$ cat src/pcg_pkg.sv
package pcg_pkg;
  // Register byte offsets
  localparam logic [11:0] RUN_OFS  = 12'h100;
  localparam logic [11:0] SLEEP_OFS = 12'h110;
  localparam logic [11:0] DEEP_OFS = 12'h120;
  localparam logic [11:0] CFG_OFS  = 12'h130;
  localparam logic [11:0] STAT_OFS = 12'h134;

  // Reset values
  localparam logic [31:0] RUN_RST   = 32'h0000_0000;
  localparam logic [31:0] SLEEP_RST = 32'h0000_0040;
  localparam logic [31:0] DEEP_RST  = 32'h0000_0000;
  localparam logic        CFG_RST   = 1'h0;

  // Implemented bits of a gating register
  localparam logic [31:0] GATE_MASK = 32'h0101_0348;

  // Field positions
  localparam int WATCHDOG_CLK_GATE = 3;
  localparam int HIBERNATE_CLK_GATE = 6;
  localparam int RATE_LSB = 8;
  localparam int CONVERTER_CLK_GATE = 16;
  localparam int CAN_UNIT_CLK_GATE = 24;
  localparam int CFG_AUTO_BIT = 0;
  localparam int STAT_STATE_LSB = 4;

  // Unit index on the enable and fault vectors
  localparam int U_WATCHDOG = 0;
  localparam int U_HIBERNATE = 1;
  localparam int U_ADC = 2;
  localparam int U_CAN = 3;
  localparam int N_UNITS = 4;

  // Sample rate codes
  localparam logic [1:0] RATE_1M   = 2'h3;
  localparam logic [1:0] RATE_500K = 2'h2;
  localparam logic [1:0] RATE_250K = 2'h1;
  localparam logic [1:0] RATE_125K = 2'h0;

  typedef enum logic [2:0] {
    PCG_RUN   = 3'h1,
    PCG_SLEEP = 3'h2,
    PCG_DEEP  = 3'h4
  } pcg_pstate_t;
endpackage

$ cat src/pcg_top.sv
`timescale 1ns/100ps
// Contract
// Each gate bit drives one unit's clock enable; one clocks, zero stops.
// Access to an unclocked unit answers with a bus fault.
// Gate bits reset to zero unless another reset value is given.
// Software enables every unit it needs before use.
// Run, sleep and deep-sleep gating registers share one layout.
// Sleep and deep-sleep registers act only when automatic gating is set.
// Bits 9:8 pick sample rate: 3=1M, 2=500K, 1=250K, 0=125K.
// Software never asks for a rate above the converter maximum.
// Bit 6 gates the hibernation module clock.
// Bit 3 gates the watchdog; access while clear gives a bus fault.
// Bit 24 gates the CAN controller clock.
// Bit 16 gates the converter; access while unclocked gives a bus fault.
// Reserved bits read zero and ignore writes.
// Sleep gating register resets to 0x00000040.
// Surplus bit positions behave as reserved.
// Run gating register sits at offset 0x100.
// Deep-sleep gating register sits at offset 0x120, same layout.
// Enables follow run register unless auto gating and a sleep state.
// Enables change only on registered, synchronous edges, glitch free; the enable flops clear asynchronously when presetn falls.
module pcg_top #(
  parameter logic [1:0] SAMPLE_MAX = pcg_pkg::RATE_1M
) (
  input  wire logic        pclk,
  input  wire logic        presetn,
  input  wire logic        psel,
  input  wire logic        penable,
  input  wire logic        pwrite,
  input  wire logic [11:0] paddr,
  input  wire logic [31:0] pwdata,
  output logic      [31:0] prdata,
  output logic             pready,
  output logic             pslverr,
  input  wire logic        sleep_req,
  input  wire logic        deep_sleep_req,
  input  wire logic [3:0]  unit_access,
  output logic      [3:0]  unit_fault,
  output logic      [3:0]  unit_clk_en,
  output logic      [1:0]  converter_sample_rate_sel
);

  logic [31:0]         run_clk_gate_reg_q;
  logic [31:0]         sleep_clk_gate_reg_q;
  logic [31:0]         deep_sleep_clk_gate_reg_q;
  logic                auto_clk_gate_sel_q;
  pcg_pkg::pcg_pstate_t pstate_q;
  pcg_pkg::pcg_pstate_t pstate_d;
  logic [31:0]         eff_vec;
  logic [3:0]          unit_clk_en_q;
  logic [3:0]          eff_gate;
  logic [1:0]          rate_q;
  logic [1:0]          rate_d;
  logic [31:0]         prdata_q;
  logic                pslverr_q;
  logic                setup_ph;
  logic                wr_en;
  logic [31:0]         wr_val;
  logic [31:0]         rd_val;
  logic                rd_hit;

  // Gate bits pulled out of a register image
  function automatic logic [3:0] gate_vec(input logic [31:0] r);
    gate_vec = {r[pcg_pkg::CAN_UNIT_CLK_GATE], r[pcg_pkg::CONVERTER_CLK_GATE],
                r[pcg_pkg::HIBERNATE_CLK_GATE], r[pcg_pkg::WATCHDOG_CLK_GATE]};
  endfunction

  // Address compare on word boundary
  function automatic logic reg_sel(input logic [11:0] a, input logic [11:0] ofs);
    reg_sel = (a[11:2] == ofs[11:2]);
  endfunction

  // APB decode
  assign setup_ph = psel && !penable;
  assign wr_en    = psel && penable && pwrite;
  assign wr_val   = pwdata & pcg_pkg::GATE_MASK;

  always_ff @(posedge pclk or negedge presetn) begin
    if (!presetn) begin
      run_clk_gate_reg_q <= pcg_pkg::RUN_RST;
    end else if (wr_en && reg_sel(paddr, pcg_pkg::RUN_OFS)) begin
      run_clk_gate_reg_q <= wr_val;
    end
  end

  always_ff @(posedge pclk or negedge presetn) begin
    if (!presetn) begin
      sleep_clk_gate_reg_q <= pcg_pkg::SLEEP_RST;
    end else if (wr_en && reg_sel(paddr, pcg_pkg::SLEEP_OFS)) begin
      sleep_clk_gate_reg_q <= wr_val;
    end
  end

  always_ff @(posedge pclk or negedge presetn) begin
    if (!presetn) begin
      deep_sleep_clk_gate_reg_q <= pcg_pkg::DEEP_RST;
    end else if (wr_en && reg_sel(paddr, pcg_pkg::DEEP_OFS)) begin
      deep_sleep_clk_gate_reg_q <= wr_val;
    end
  end

  always_ff @(posedge pclk or negedge presetn) begin
    if (!presetn) begin
      auto_clk_gate_sel_q <= pcg_pkg::CFG_RST;
    end else if (wr_en && reg_sel(paddr, pcg_pkg::CFG_OFS)) begin
      auto_clk_gate_sel_q <= pwdata[pcg_pkg::CFG_AUTO_BIT];
    end
  end

  // Read mux; unmapped words read zero and flag an error
  always_comb begin
    rd_val = 32'h0000_0000;
    rd_hit = 1'b1;
    if (reg_sel(paddr, pcg_pkg::RUN_OFS)) begin
      rd_val = run_clk_gate_reg_q;
    end else if (reg_sel(paddr, pcg_pkg::SLEEP_OFS)) begin
      rd_val = sleep_clk_gate_reg_q;
    end else if (reg_sel(paddr, pcg_pkg::DEEP_OFS)) begin
      rd_val = deep_sleep_clk_gate_reg_q;
    end else if (reg_sel(paddr, pcg_pkg::CFG_OFS)) begin
      rd_val[pcg_pkg::CFG_AUTO_BIT] = auto_clk_gate_sel_q;
    end else if (reg_sel(paddr, pcg_pkg::STAT_OFS)) begin
      rd_val[3:0] = unit_clk_en_q;
      rd_val[pcg_pkg::STAT_STATE_LSB +: 3] = pstate_q;
    end else begin
      rd_hit = 1'b0;
    end
  end

  // Read data and error captured in the setup cycle so the access phase needs no wait
  always_ff @(posedge pclk or negedge presetn) begin
    if (!presetn) begin
      prdata_q  <= 32'h0000_0000;
      pslverr_q <= 1'b0;
    end else if (setup_ph) begin
      prdata_q  <= (pwrite || !rd_hit) ? 32'h0000_0000 : rd_val;
      pslverr_q <= !rd_hit;
    end
  end

  assign prdata  = prdata_q;
  assign pready  = 1'b1;
  assign pslverr = pslverr_q && psel && penable;

  // Power state follows the request levels, deep sleep first
  always_comb begin
    case (1'b1)
      deep_sleep_req: pstate_d = pcg_pkg::PCG_DEEP;
      sleep_req:      pstate_d = pcg_pkg::PCG_SLEEP;
      default:        pstate_d = pcg_pkg::PCG_RUN;
    endcase
  end

  always_ff @(posedge pclk or negedge presetn) begin
    if (!presetn) begin
      pstate_q <= pcg_pkg::PCG_RUN;
    end else begin
      pstate_q <= pstate_d;
    end
  end

  // Gating vector in force
  always_comb begin
    case (pstate_q)
      pcg_pkg::PCG_SLEEP: begin
        eff_vec = auto_clk_gate_sel_q ? sleep_clk_gate_reg_q : run_clk_gate_reg_q;
      end
      pcg_pkg::PCG_DEEP: begin
        eff_vec = auto_clk_gate_sel_q ? deep_sleep_clk_gate_reg_q : run_clk_gate_reg_q;
      end
      default: begin
        eff_vec = run_clk_gate_reg_q;
      end
    endcase
  end

  assign eff_gate = gate_vec(eff_vec);

  // One enable flop per unit; the downstream gating cell sees only clean edges
  genvar gi;
  generate
    for (gi = 0; gi < pcg_pkg::N_UNITS; gi++) begin : g_en
      always_ff @(posedge pclk or negedge presetn) begin
        if (!presetn) begin
          unit_clk_en_q[gi] <= 1'b0;
        end else begin
          unit_clk_en_q[gi] <= eff_gate[gi];
        end
      end
    end
  endgenerate

  assign unit_clk_en = unit_clk_en_q;

  // Rate clamped so a bad request cannot overdrive the converter
  assign rate_d = (eff_vec[pcg_pkg::RATE_LSB +: 2] > SAMPLE_MAX) ?
                  SAMPLE_MAX : eff_vec[pcg_pkg::RATE_LSB +: 2];

  always_ff @(posedge pclk or negedge presetn) begin
    if (!presetn) begin
      rate_q <= pcg_pkg::RATE_125K;
    end else begin
      rate_q <= rate_d;
    end
  end

  assign converter_sample_rate_sel = rate_q;

  // Fault answer for a unit touched while unclocked
  assign unit_fault = unit_access & ~unit_clk_en_q;
endmodule

$ cat config.mk
export PLATFORM = sky130hd
export DESIGN_NAME = pcg_top
export DESIGN_NICKNAME = d
export VERILOG_FILES = /design/src/pcg_pkg.sv /design/src/pcg_top.sv
export SDC_FILE = /design/constraint.sdc
export NUM_CORES = 1
export LEC_CHECK = 0
export BUFFER_PORTS_ARGS = -buffer_cell sky130_fd_sc_hd__buf_2
export CAP_MARGIN = 20
export CORE_MARGIN = 4
export CORE_UTILIZATION = 50
export DETAILED_ROUTE_END_ITERATION = 16
export PLACE_DENSITY = 0.87
export SETUP_SLACK_MARGIN = 0.1
export SLEW_MARGIN = 20
export SYNTH_ARGS = -nofsm -noshare
export SYNTH_HDL_FRONTEND = slang
export SYNTH_SLANG_ARGS = --single-unit
$ cat constraint.sdc
create_clock -name pclk -period 2.4 [get_ports pclk]
set_input_delay 0 -clock pclk [delete_from_list [all_inputs] [get_ports pclk]]
set_output_delay 0 -clock pclk [all_outputs]
set_load 0.05 [all_outputs]
==> results_dict.tcl, run 1 <==
set metrics [dict create \
    area_growth_pct 17.6 \
    cts_tree "done" \
    dp.cells 276 \
    cts_max_level 2 \
    yosysWarnings 0 \
    synth.avg_cell_area_sq_um 11.3 \
    antenna_found_initial 0 \
    leakage_nw 1.28 \
    synth_ff_type "dfrtp_1" \
    grt_pass1_wl_mm 7.09 \
    path_buf_inv 0 \
    final-setup-viol-count 0 \
    slowest_delay_ps 740 \
    vias 1553 \
    synthArstFlopShare_pct 100 \
    grt_start_max_net_pins 41 \
    switching_share_pct 29.1 \
    finClkSkew_ps 11.9 \
    place_congestion 0.817 \
    timing.hold.ws_ps 65.4 \
    cts_root_buf "clkbuf_8" \
    seqPwrFrac_pct 52.0 \
    syn-cell-area_sq_um 2090 \
    tightest_slew_ps 893 \
    final.period_utilization_pct 81.2 \
    combPwrFrac_pct 15.6 \
    drc_errors 0 \
    dr.pass1.iters 5 \
    die_w_um 72.7 \
    dpl_worst_slack_ps 456 \
    path_delay_family "simple AND/OR/NAND/NOR gates" \
    synth_top_cell_by_area "dfrtp_1" \
    drt-total-wl_mm 4.38 \
    num_rows 23 \
    synth.top_cell.area_share_pct 45.4 \
    yosysSeqAreaShare_pct 47.9 \
    synth_most_common_cell "dfrtp_1" \
    core_sq_um 4030 \
    start_util_pct 52.0 \
    crit_required_ps 2580 \
    hold_viol_final 0 \
    fin_ws_ps 452 \
    final_cells 296 \
    crit_chain "nor3b_1 -> o21ai_1 -> a22o_1" \
    dpl.hpwl_mm 3.20 \
    clk_latency_ps 300 \
    fillerInstances 332 \
    cts.sinks 40 \
    synth_edf_count 0 \
    powerDensity_nw_per_um2 535 \
    finalMaxSlewViolations 0 \
    ant_nets 0 \
    vdd_drop_max_v 0.000337 \
    syn_inst 186 \
    grt_pass1_vias 1531 \
    overflow 0 \
    grt_usage_pct 17.6 \
    setup_tns_ps 0 \
    end_kind "flip-flop" \
    fp.dieH_um 72.7 \
    die_area_sq_um 5290 \
    critPathLaunchType "flip-flop" \
    diodes 0 \
    cts_buffers 5 \
    yosys.cell_types.count 39 \
    post_dp_cell_area_sq_um 2260 \
    final_layout_size_suffix_gt1_share_pct 29.3 \
    rsz0062_at_grt "no" \
    ys_top_cells_by_area "dfrtp_1, buf_4, a22o_1, mux2_1, mux2_2" \
    hold_path_class "in -> reg" \
    fin_area_sq_um 2460 \
    synth_common_cells "dfrtp_1, buf_4, a22o_1" \
    via_per_inst 5.25 \
    worst-path-max-fanout 7 \
    pwr-share-clk_pct 32.4 \
    ys_seq_elements 40 \
    period_needed_ps 1950 \
    drt-initial-drc-count 92 \
    pin_count 99 \
    status "completed" \
    worstSetupPathType "reg -> reg" \
    slowest_stage "nor3b_1" \
    p_sw_w 0.000383 \
    cts-resized-gates 0 \
    intPower_w 0.000935 \
    fmax_mhz 513 \
    routedWlPerCell_um 14.8 \
    io_buffers 49 \
    slew_headroom_pct 40.4 \
    cts.clk_slew.worst_paths_ps 70 \
    max_cap_viol_count 0 \
    cts_max_path_buffers 2 \
    cp.arrival_ps 2130 \
    fin_nets 300 \
]
-- power by group through the flow --
stage | Sequential, W | Clock (W) | Combinational (W)
after floorplan | 0.000699 | 0 | 0.000166
after global placement | 0.000698 | 0 | 0.000186
after detailed placement | 0.000698 | 0 | 0.000189
after CTS | 0.000685 | 0.000436 | 0.000204
after global routing | 0.000686 | 0.000459 | 0.000220
final | 0.000686 | 0.000427 | 0.000205
-- kinds of logic after synthesis --
| family | Yosys count | share of synthesized area (%) |
|---|---|---|
| other | 2 | 0.359 |
| buffers and inverters | 34 | 11.3 |
| muxes | 20 | 10.7 |
| and+or+nand+nor | 50 | 16.3 |
| AOI/OAI and AO/OA | 40 | 13.4 |
| DFF | 40 | 47.9 |
-- final timing paths --
path	start	endpoint	slack [ps]	cells past startpoint
min in group asynchronous	presetn	prdata[24]	380	2
max in group asynchronous	presetn	sleep_clk_gate_reg_q[9]	1470	2
max	pstate_q[1]	unit_clk_en[2]	450	3
max reg2reg	pstate_q[1]	unit_clk_en[2]	450	3
min	paddr[6]	prdata[6]	70	4
min reg2reg	prdata[16]	prdata[16]	480	2
-- metrics by stage --
step / utilization, % / total power (W)
floorplan: - / 0.000865
global placement: 56.1 / 0.000884
detailed placement: 56.1 / 0.000888
CTS: 61.1 / 0.00133
global route: 61.1 / 0.00136
finish: 61.1 / 0.00132
-- cells in the final DEF, fill, tap and decap left out, drive strengths merged, types with 2 or more instances in the layout --
cell type,n
nor3,3
dfrtp,38
clkbuf,7
conb,22
nor2,5
a2bb2oi,2
buf,50
a22o,16
o21ai,8
inv,4
a21oi,7
nor2b,12
dlygate4sd3,12
o31ai,2
nand2,11
nand4,2
dfstp,2
and3,2
o22ai,4
nand3,6
nor3b,2
mux2,19
-- flip-flops by register name (all words and copies together) (netlist names) --
name                       cells
run_clk_gate_reg_q             6
pslverr_q                      1
converter_sample_rate_sel      2
prdata                        11
unit_clk_en                    4
sleep_clk_gate_reg_q           6
deep_sleep_clk_gate_reg_q      6
auto_clk_gate_sel_q            1
pstate_q                       3
-- cell type report --
cell class | instances | area [sq um] | area share (%)
Timing Repair Buffer | 62 | 373 | 15.1
Clock inverter | 1 | 5.00 | 0.203
Clock buffer | 7 | 76.3 | 3.10
Inverter | 4 | 15.0 | 0.609
Multi-Input combinational cell | 132 | 928 | 37.7
Sequential cell | 40 | 1000 | 40.7
Tap cell | 50 | 62.6 | 2.54
-- timing repair --
| item | CTS | global route |
|---|---|---|
| setup buffers | 0 | 0 |
| hold buffers | 12 | 0 |
| endpoints found under the hold margin | 61 | 0 |
-- metal layers --
layer | global-route usage (%) | vias up | wire length, um | part of all wire, %
li1 | - | 736 | - | -
met4 | 8.81 | 0 | 107 | 2.4
met3 | 5.37 | 13 | 353 | 8.1
met2 | 27.9 | 62 | 2120 | 48
met5 | 0 | - | 0 | 0
met1 | 21.7 | 742 | 1810 | 41
-- worst reg2reg max path, cell delays in order (launching register included) --
cell	delay, ps
dfrtp_1	390
nor3b_1	740
o21ai_1	370
a22o_1	340
No activity file was read; power rests on OpenSTA's default activity.
==> run 2: changes to the inputs <==
ABC_AREA = 1   (was unset)
CORE_UTILIZATION = 48   (was 50)
PLACE_DENSITY = 0.83   (was 0.87)
clock period = 1.8 ns   (was 2.4 ns; I/O delays follow)
==> results_dict.tcl, run 2 <==
set metrics [dict create \
    status "completed" \
    seqPwrFrac_pct 51.8 \
    rsz0062_at_grt "no" \
    layout_commonest_cell "nand2_1" \
    ant_nets 0 \
    path_delay_family "simple AND/OR/NAND/NOR gates" \
    cts_tree "done" \
    hold_viol_final 0 \
    synth_edf_count 0 \
    cts_setup_buffers 0 \
    fp.dieH_um 76.9 \
    syn-cell-area_sq_um 2280 \
    worst-path-max-fanout 6 \
    area_growth_pct 15.8 \
    cp.arrival_ps 1680 \
    setup_tns_ps 0 \
    die_w_um 76.9 \
    crit_chain "nor2_1 -> nand2_1 -> nand2_1 -> nand2_1 -> a22o_1" \
    final_layout_size_suffix_gt1_share_pct 25.4 \
    cts_hold_buf 6 \
    routedWlPerCell_um 12.4 \
    cts_root_buf "clkbuf_8" \
    grt_start_max_net_pins 41 \
    dr.pass1.iters 5 \
    grt_usage_pct 17.7 \
    ys_seq_elements 40 \
    synth.avg_cell_area_sq_um 7.74 \
    drt-initial-drc-count 97 \
    num_rows 24 \
    fmax_mhz 673 \
    antenna_found_initial 0 \
    cts_buffers 5 \
    yosysWarnings 0 \
    drt-total-wl_mm 5.03 \
    final.period_utilization_pct 82.6 \
    grt_pass1_wl_mm 8.53 \
    synth.top_cell.area_share_pct 41.8 \
    hold_path_class "in -> reg" \
    slew_headroom_pct 41.5 \
    synth_top_cell_by_area "dfrtp_1" \
    cts.sinks 40 \
    synth_common_cells "nand2_1, inv_1, dfrtp_1" \
    period_needed_ps 1490 \
    slowest_delay_ps 410 \
    start_util_pct 50.9 \
    cts-resized-gates 0 \
    cts_max_level 2 \
    slowest_stage "dfrtp_1" \
    yosysSeqAreaShare_pct 44.1 \
    largest_reg_flops 11 \
    synth_most_common_cell "nand2_1" \
    fin_nets 408 \
    leakage_nw 1.46 \
    place_congestion 0.904 \
    ys_top_cells_by_area "dfrtp_1, nand2_1, buf_4, inv_1, o21ai_2" \
    dpl.hpwl_mm 3.87 \
    finalMaxSlewViolations 0 \
    powerDensity_nw_per_um2 668 \
    tightest_slew_ps 877 \
    grt_pass1_vias 1904 \
    yosys.cell_types.count 27 \
    pin_count 99 \
    cts_max_path_buffers 2 \
    final-setup-viol-count 0 \
    via_per_inst 4.95 \
    synth_ff_type "dfrtp_1" \
    pwr-share-clk_pct 33.1 \
    finClkSkew_ps 7.35 \
    syn_inst 294 \
    crit_required_ps 1990 \
    overflow 0 \
    max_cap_viol_count 0 \
    crit_top_cell "nand2_1" \
    intPower_w 0.00123 \
    path_buf_inv 0 \
    final_cell_mix "nand2_1, buf_2, inv_1, dfrtp_1, nor2_1" \
    switching_share_pct 30.2 \
    cts.clk_slew.worst_paths_ps 80 \
    end_kind "flip-flop" \
    clk_latency_ps 300 \
    p_sw_w 0.000532 \
    worstSetupPathType "reg -> reg" \
    core_sq_um 4470 \
    drc_errors 0 \
    diodes 0 \
    die_area_sq_um 5910 \
    post_dp_cell_area_sq_um 2490 \
    p_total_w 0.00176 \
    vdd_drop_max_v 0.000441 \
    vias 2010 \
    fin_area_sq_um 2640 \
    combPwrFrac_pct 15.1 \
    critPathLaunchType "flip-flop" \
    synthArstFlopShare_pct 100 \
    io_buffers 49 \
]
[run 2: changes by cell type in the layout (fill, tap and decap cells not counted), sizes merged, moves of 12 or more]
cell / delta
inv: +36
nor2: +25
o21ai: +24
nor2b: -12
nand2: +71
a22o: -14
mux2: -19
[run 2: stage by stage]
step                      hold slack [ps]  instances  worst slack (ps)  util (%)
after floorplan                      -296        314               413         -
after global placement                136        392               386      55.6
after detailed placement              135        392               377      55.6
after CTS                          0.0309        406               352      58.9
after global routing                 26.1        406               241      58.9
final                                5.12        406               314      58.9
[run 2: routing by layer]
metal / up-vias / track usage [%] / wire [um]
met5: - / 0 / 0
met4: 0 / 5.98 / 101
met3: 12 / 4.45 / 403
met2: 94 / 29.9 / 2430
met1: 904 / 22.1 / 2100
li1: 1000 / - / -
[run 2: area by class of cell]
cell class,count,area [sq um]
Timing Repair Buffer,60,343
Inverter,40,150
Tap cell,52,65.1
Clock inverter,3,18.8
Fill cell,427,1840
Clock buffer,5,68.8
Sequential cell,40,1000
Multi-Input combinational cell,206,986
[run 2: path summary, 6_finish.rpt]
check,depth (start not counted),slack [ps],to,start
setup / recovery,5,310,unit_clk_en[1],pstate_q[1]
hold / removal,3,5,run_clk_gate_reg_q[3],pwdata[3]
setup reg to reg,5,310,unit_clk_en[1],pstate_q[1]
hold reg to reg,2,480,prdata[3],prdata[3]
max in group asynchronous,2,900,sleep_clk_gate_reg_q[3],presetn
min in group asynchronous,2,350,pstate_q[2],presetn
[run 2: cell families (layout without fill, tap and decap cells)]
logic type / after synthesis / count (layout) / synth area share [%]
and+or+nand+nor: 139 / 139 / 26.1
buffers and inverters: 68 / 108 / 15.9
AOI/OAI and AO/OA: 45 / 45 / 13.6
DFF: 40 / 40 / 44.1
other: 2 / 22 / 0.330
[run 2: power by group through the flow]
| stage | Sequential, W | Clock [W] | Combinational, W |
|---|---|---|---|
| final | 0.000911 | 0.000582 | 0.000266 |
| after global routing | 0.000912 | 0.000629 | 0.000289 |
| after CTS | 0.000911 | 0.000597 | 0.000264 |
| after detailed placement | 0.000929 | 0 | 0.000254 |
| after global placement | 0.000928 | 0 | 0.000250 |
| after floorplan | 0.000929 | 0 | 0.000217 |
[run 2: worst reg2reg max path, delay by kind of cell, from the launching register on]
family | cells | cell delay, ps
compound gates | 1 | 260
flops | 1 | 410
simple gates | 4 | 710
==> run 3: changes to the inputs <==
clock period = 1.55 ns   (was 1.8 ns; I/O delays follow)
==> results_dict.tcl, run 3 (synthesized netlist as in run 2, its figures left out) <==
set metrics [dict create \
    area_growth_pct 17.3 \
    grt_pass1_vias 1992 \
    cts_setup_buffers 0 \
    final_cells 407 \
    fillerInstances 407 \
    num_rows 24 \
    drt-total-wl_mm 4.99 \
    diodes 0 \
    final_cell_mix "nand2_1, buf_2, inv_1, dfrtp_1, nor2_1" \
    worst-path-max-fanout 6 \
    drt-initial-drc-count 94 \
    overflow 0 \
    end_kind "flip-flop" \
    ant_nets 0 \
    setup_tns_ps 0 \
    hold_path_startpoint "pwdata[3]" \
    largest_reg_flops 11 \
    final.period_utilization_pct 88.2 \
    grt_pass1_wl_mm 8.78 \
    reg2reg_slack_ps 180 \
    cts.clk_slew.worst_paths_ps 70 \
    drc_errors 0 \
    cts_max_level 2 \
    final_layout_size_suffix_gt1_share_pct 26.5 \
    crit_required_ps 1710 \
    worstSetupPathType "reg -> reg" \
    grt_start_max_net_pins 41 \
    die_w_um 76.9 \
    via_per_inst 4.87 \
    grt_usage_pct 18.2 \
    fp.dieH_um 76.9 \
    cts.sinks 40 \
    reg2regPathDepth 5 \
    vias 1982 \
    start_util_pct 50.9 \
    cts_tree "done" \
    max_cap_viol_count 0 \
    core_sq_um 4470 \
    timing.rr.start "pstate_q[1]" \
    cp.arrival_ps 1530 \
    leakage_nw 1.47 \
    hold_depth 3 \
    rr_endpoint "converter_sample_rate_sel[1]" \
    tightest_slew_ps 524 \
    cts_max_path_buffers 2 \
    routedWlPerCell_um 12.3 \
    antenna_found_initial 0 \
    fin_nets 410 \
    cts_root_buf "clkbuf_8" \
    period_needed_ps 1370 \
    dr.pass1.iters 4 \
    dpl.hpwl_mm 3.92 \
    hold_path_class "in -> reg" \
    die_area_sq_um 5910 \
    final-setup-viol-count 0 \
    finClkSkew_ps 4.58 \
    fmax_mhz 732 \
    io_buffers 49 \
    hold_viol_final 0 \
    slew_headroom_pct 64.9 \
    pin_count 99 \
    place_congestion 0.902 \
    status "completed" \
    dp.cells 394 \
    clk_latency_ps 290 \
    rsz0062_at_grt "no" \
    layout_commonest_cell "nand2_1" \
    vdd_drop_max_v 0.000684 \
    critPathLaunchType "flip-flop" \
    powerDensity_nw_per_um2 784 \
    hold_end "sleep_clk_gate_reg_q[3]" \
    finalMaxSlewViolations 0 \
    cts_buffers 5 \
]
-- run 3: where the power goes --
part	total [W]	internal, W	switching [W]
clock network	0.000724	0.000396	0.000328
logic	0.000310	0.0000626	0.000247
registers	0.00106	0.00105	0.00000721
-- run 3: timing repair --
item                                    CTS  global route
endpoints found under the hold margin    43             0
endpoints found under the setup margin    0             6
resized for setup                         0             4
hold buffers                              6             0
-- run 3: metal layers --
| metal | track usage (%) | vias to the layer above | routed length (um) |
|---|---|---|---|
| met4 | 5.62 | 0 | 51 |
| met1 | 22.0 | 894 | 2140 |
| met5 | 0 | - | 0 |
| li1 | - | 1005 | - |
| met2 | 30.2 | 77 | 2410 |
| met3 | 6.32 | 6 | 400 |
-- run 3: per-stage QoR --
stage / hold WS [ps] / setup slack [ps] / power (W) / util, % / area [sq um]
floorplan: -296 / 163 / 0.00133 / - / 2350
global placement: 74.1 / 145 / 0.00137 / 55.9 / 2500
global route: 24.6 / 140 / 0.00218 / 59.6 / 2670
CTS: 8.58 / 115 / 0.00211 / 59.4 / 2660
detailed placement: 81.0 / 125 / 0.00137 / 55.9 / 2500
finish: 13.1 / 184 / 0.00209 / 59.6 / 2670
-- run 3: cell type report --
type                       instances  area, sq um  area share (%)
sequential                        40         1000            37.6
timing repair buffer              62          358            13.4
tap                               52         65.1            2.44
clock buffer                       7         96.3            3.61
inverter                          40          150            5.63
multi-input combinational        206          996            37.3
-- run 3: how the worst max path moves through the flow --
stage           startpoint                            to  slack (ps)  depth (start not counted)
2_1_floorplan    pslverr_q                       pslverr         160                          2
3_3_place_gp   pstate_q[1]  converter_sample_rate_sel[1]         150                          5
3_5_place_dp   pstate_q[1]  converter_sample_rate_sel[1]         130                          5
4_1_cts        pstate_q[1]  converter_sample_rate_sel[1]         110                          5
5_1_grt        pstate_q[1]                unit_clk_en[3]         140                          5
6_report       pstate_q[1]  converter_sample_rate_sel[1]         180                          5
-- run 3: worst max-delay path: stages, from the launching register on --
cell	delay, ps
dfrtp_1	410
nor2_2	200
nand2_2	130
nand2_1	150
nor2_1	60
or3_1	300
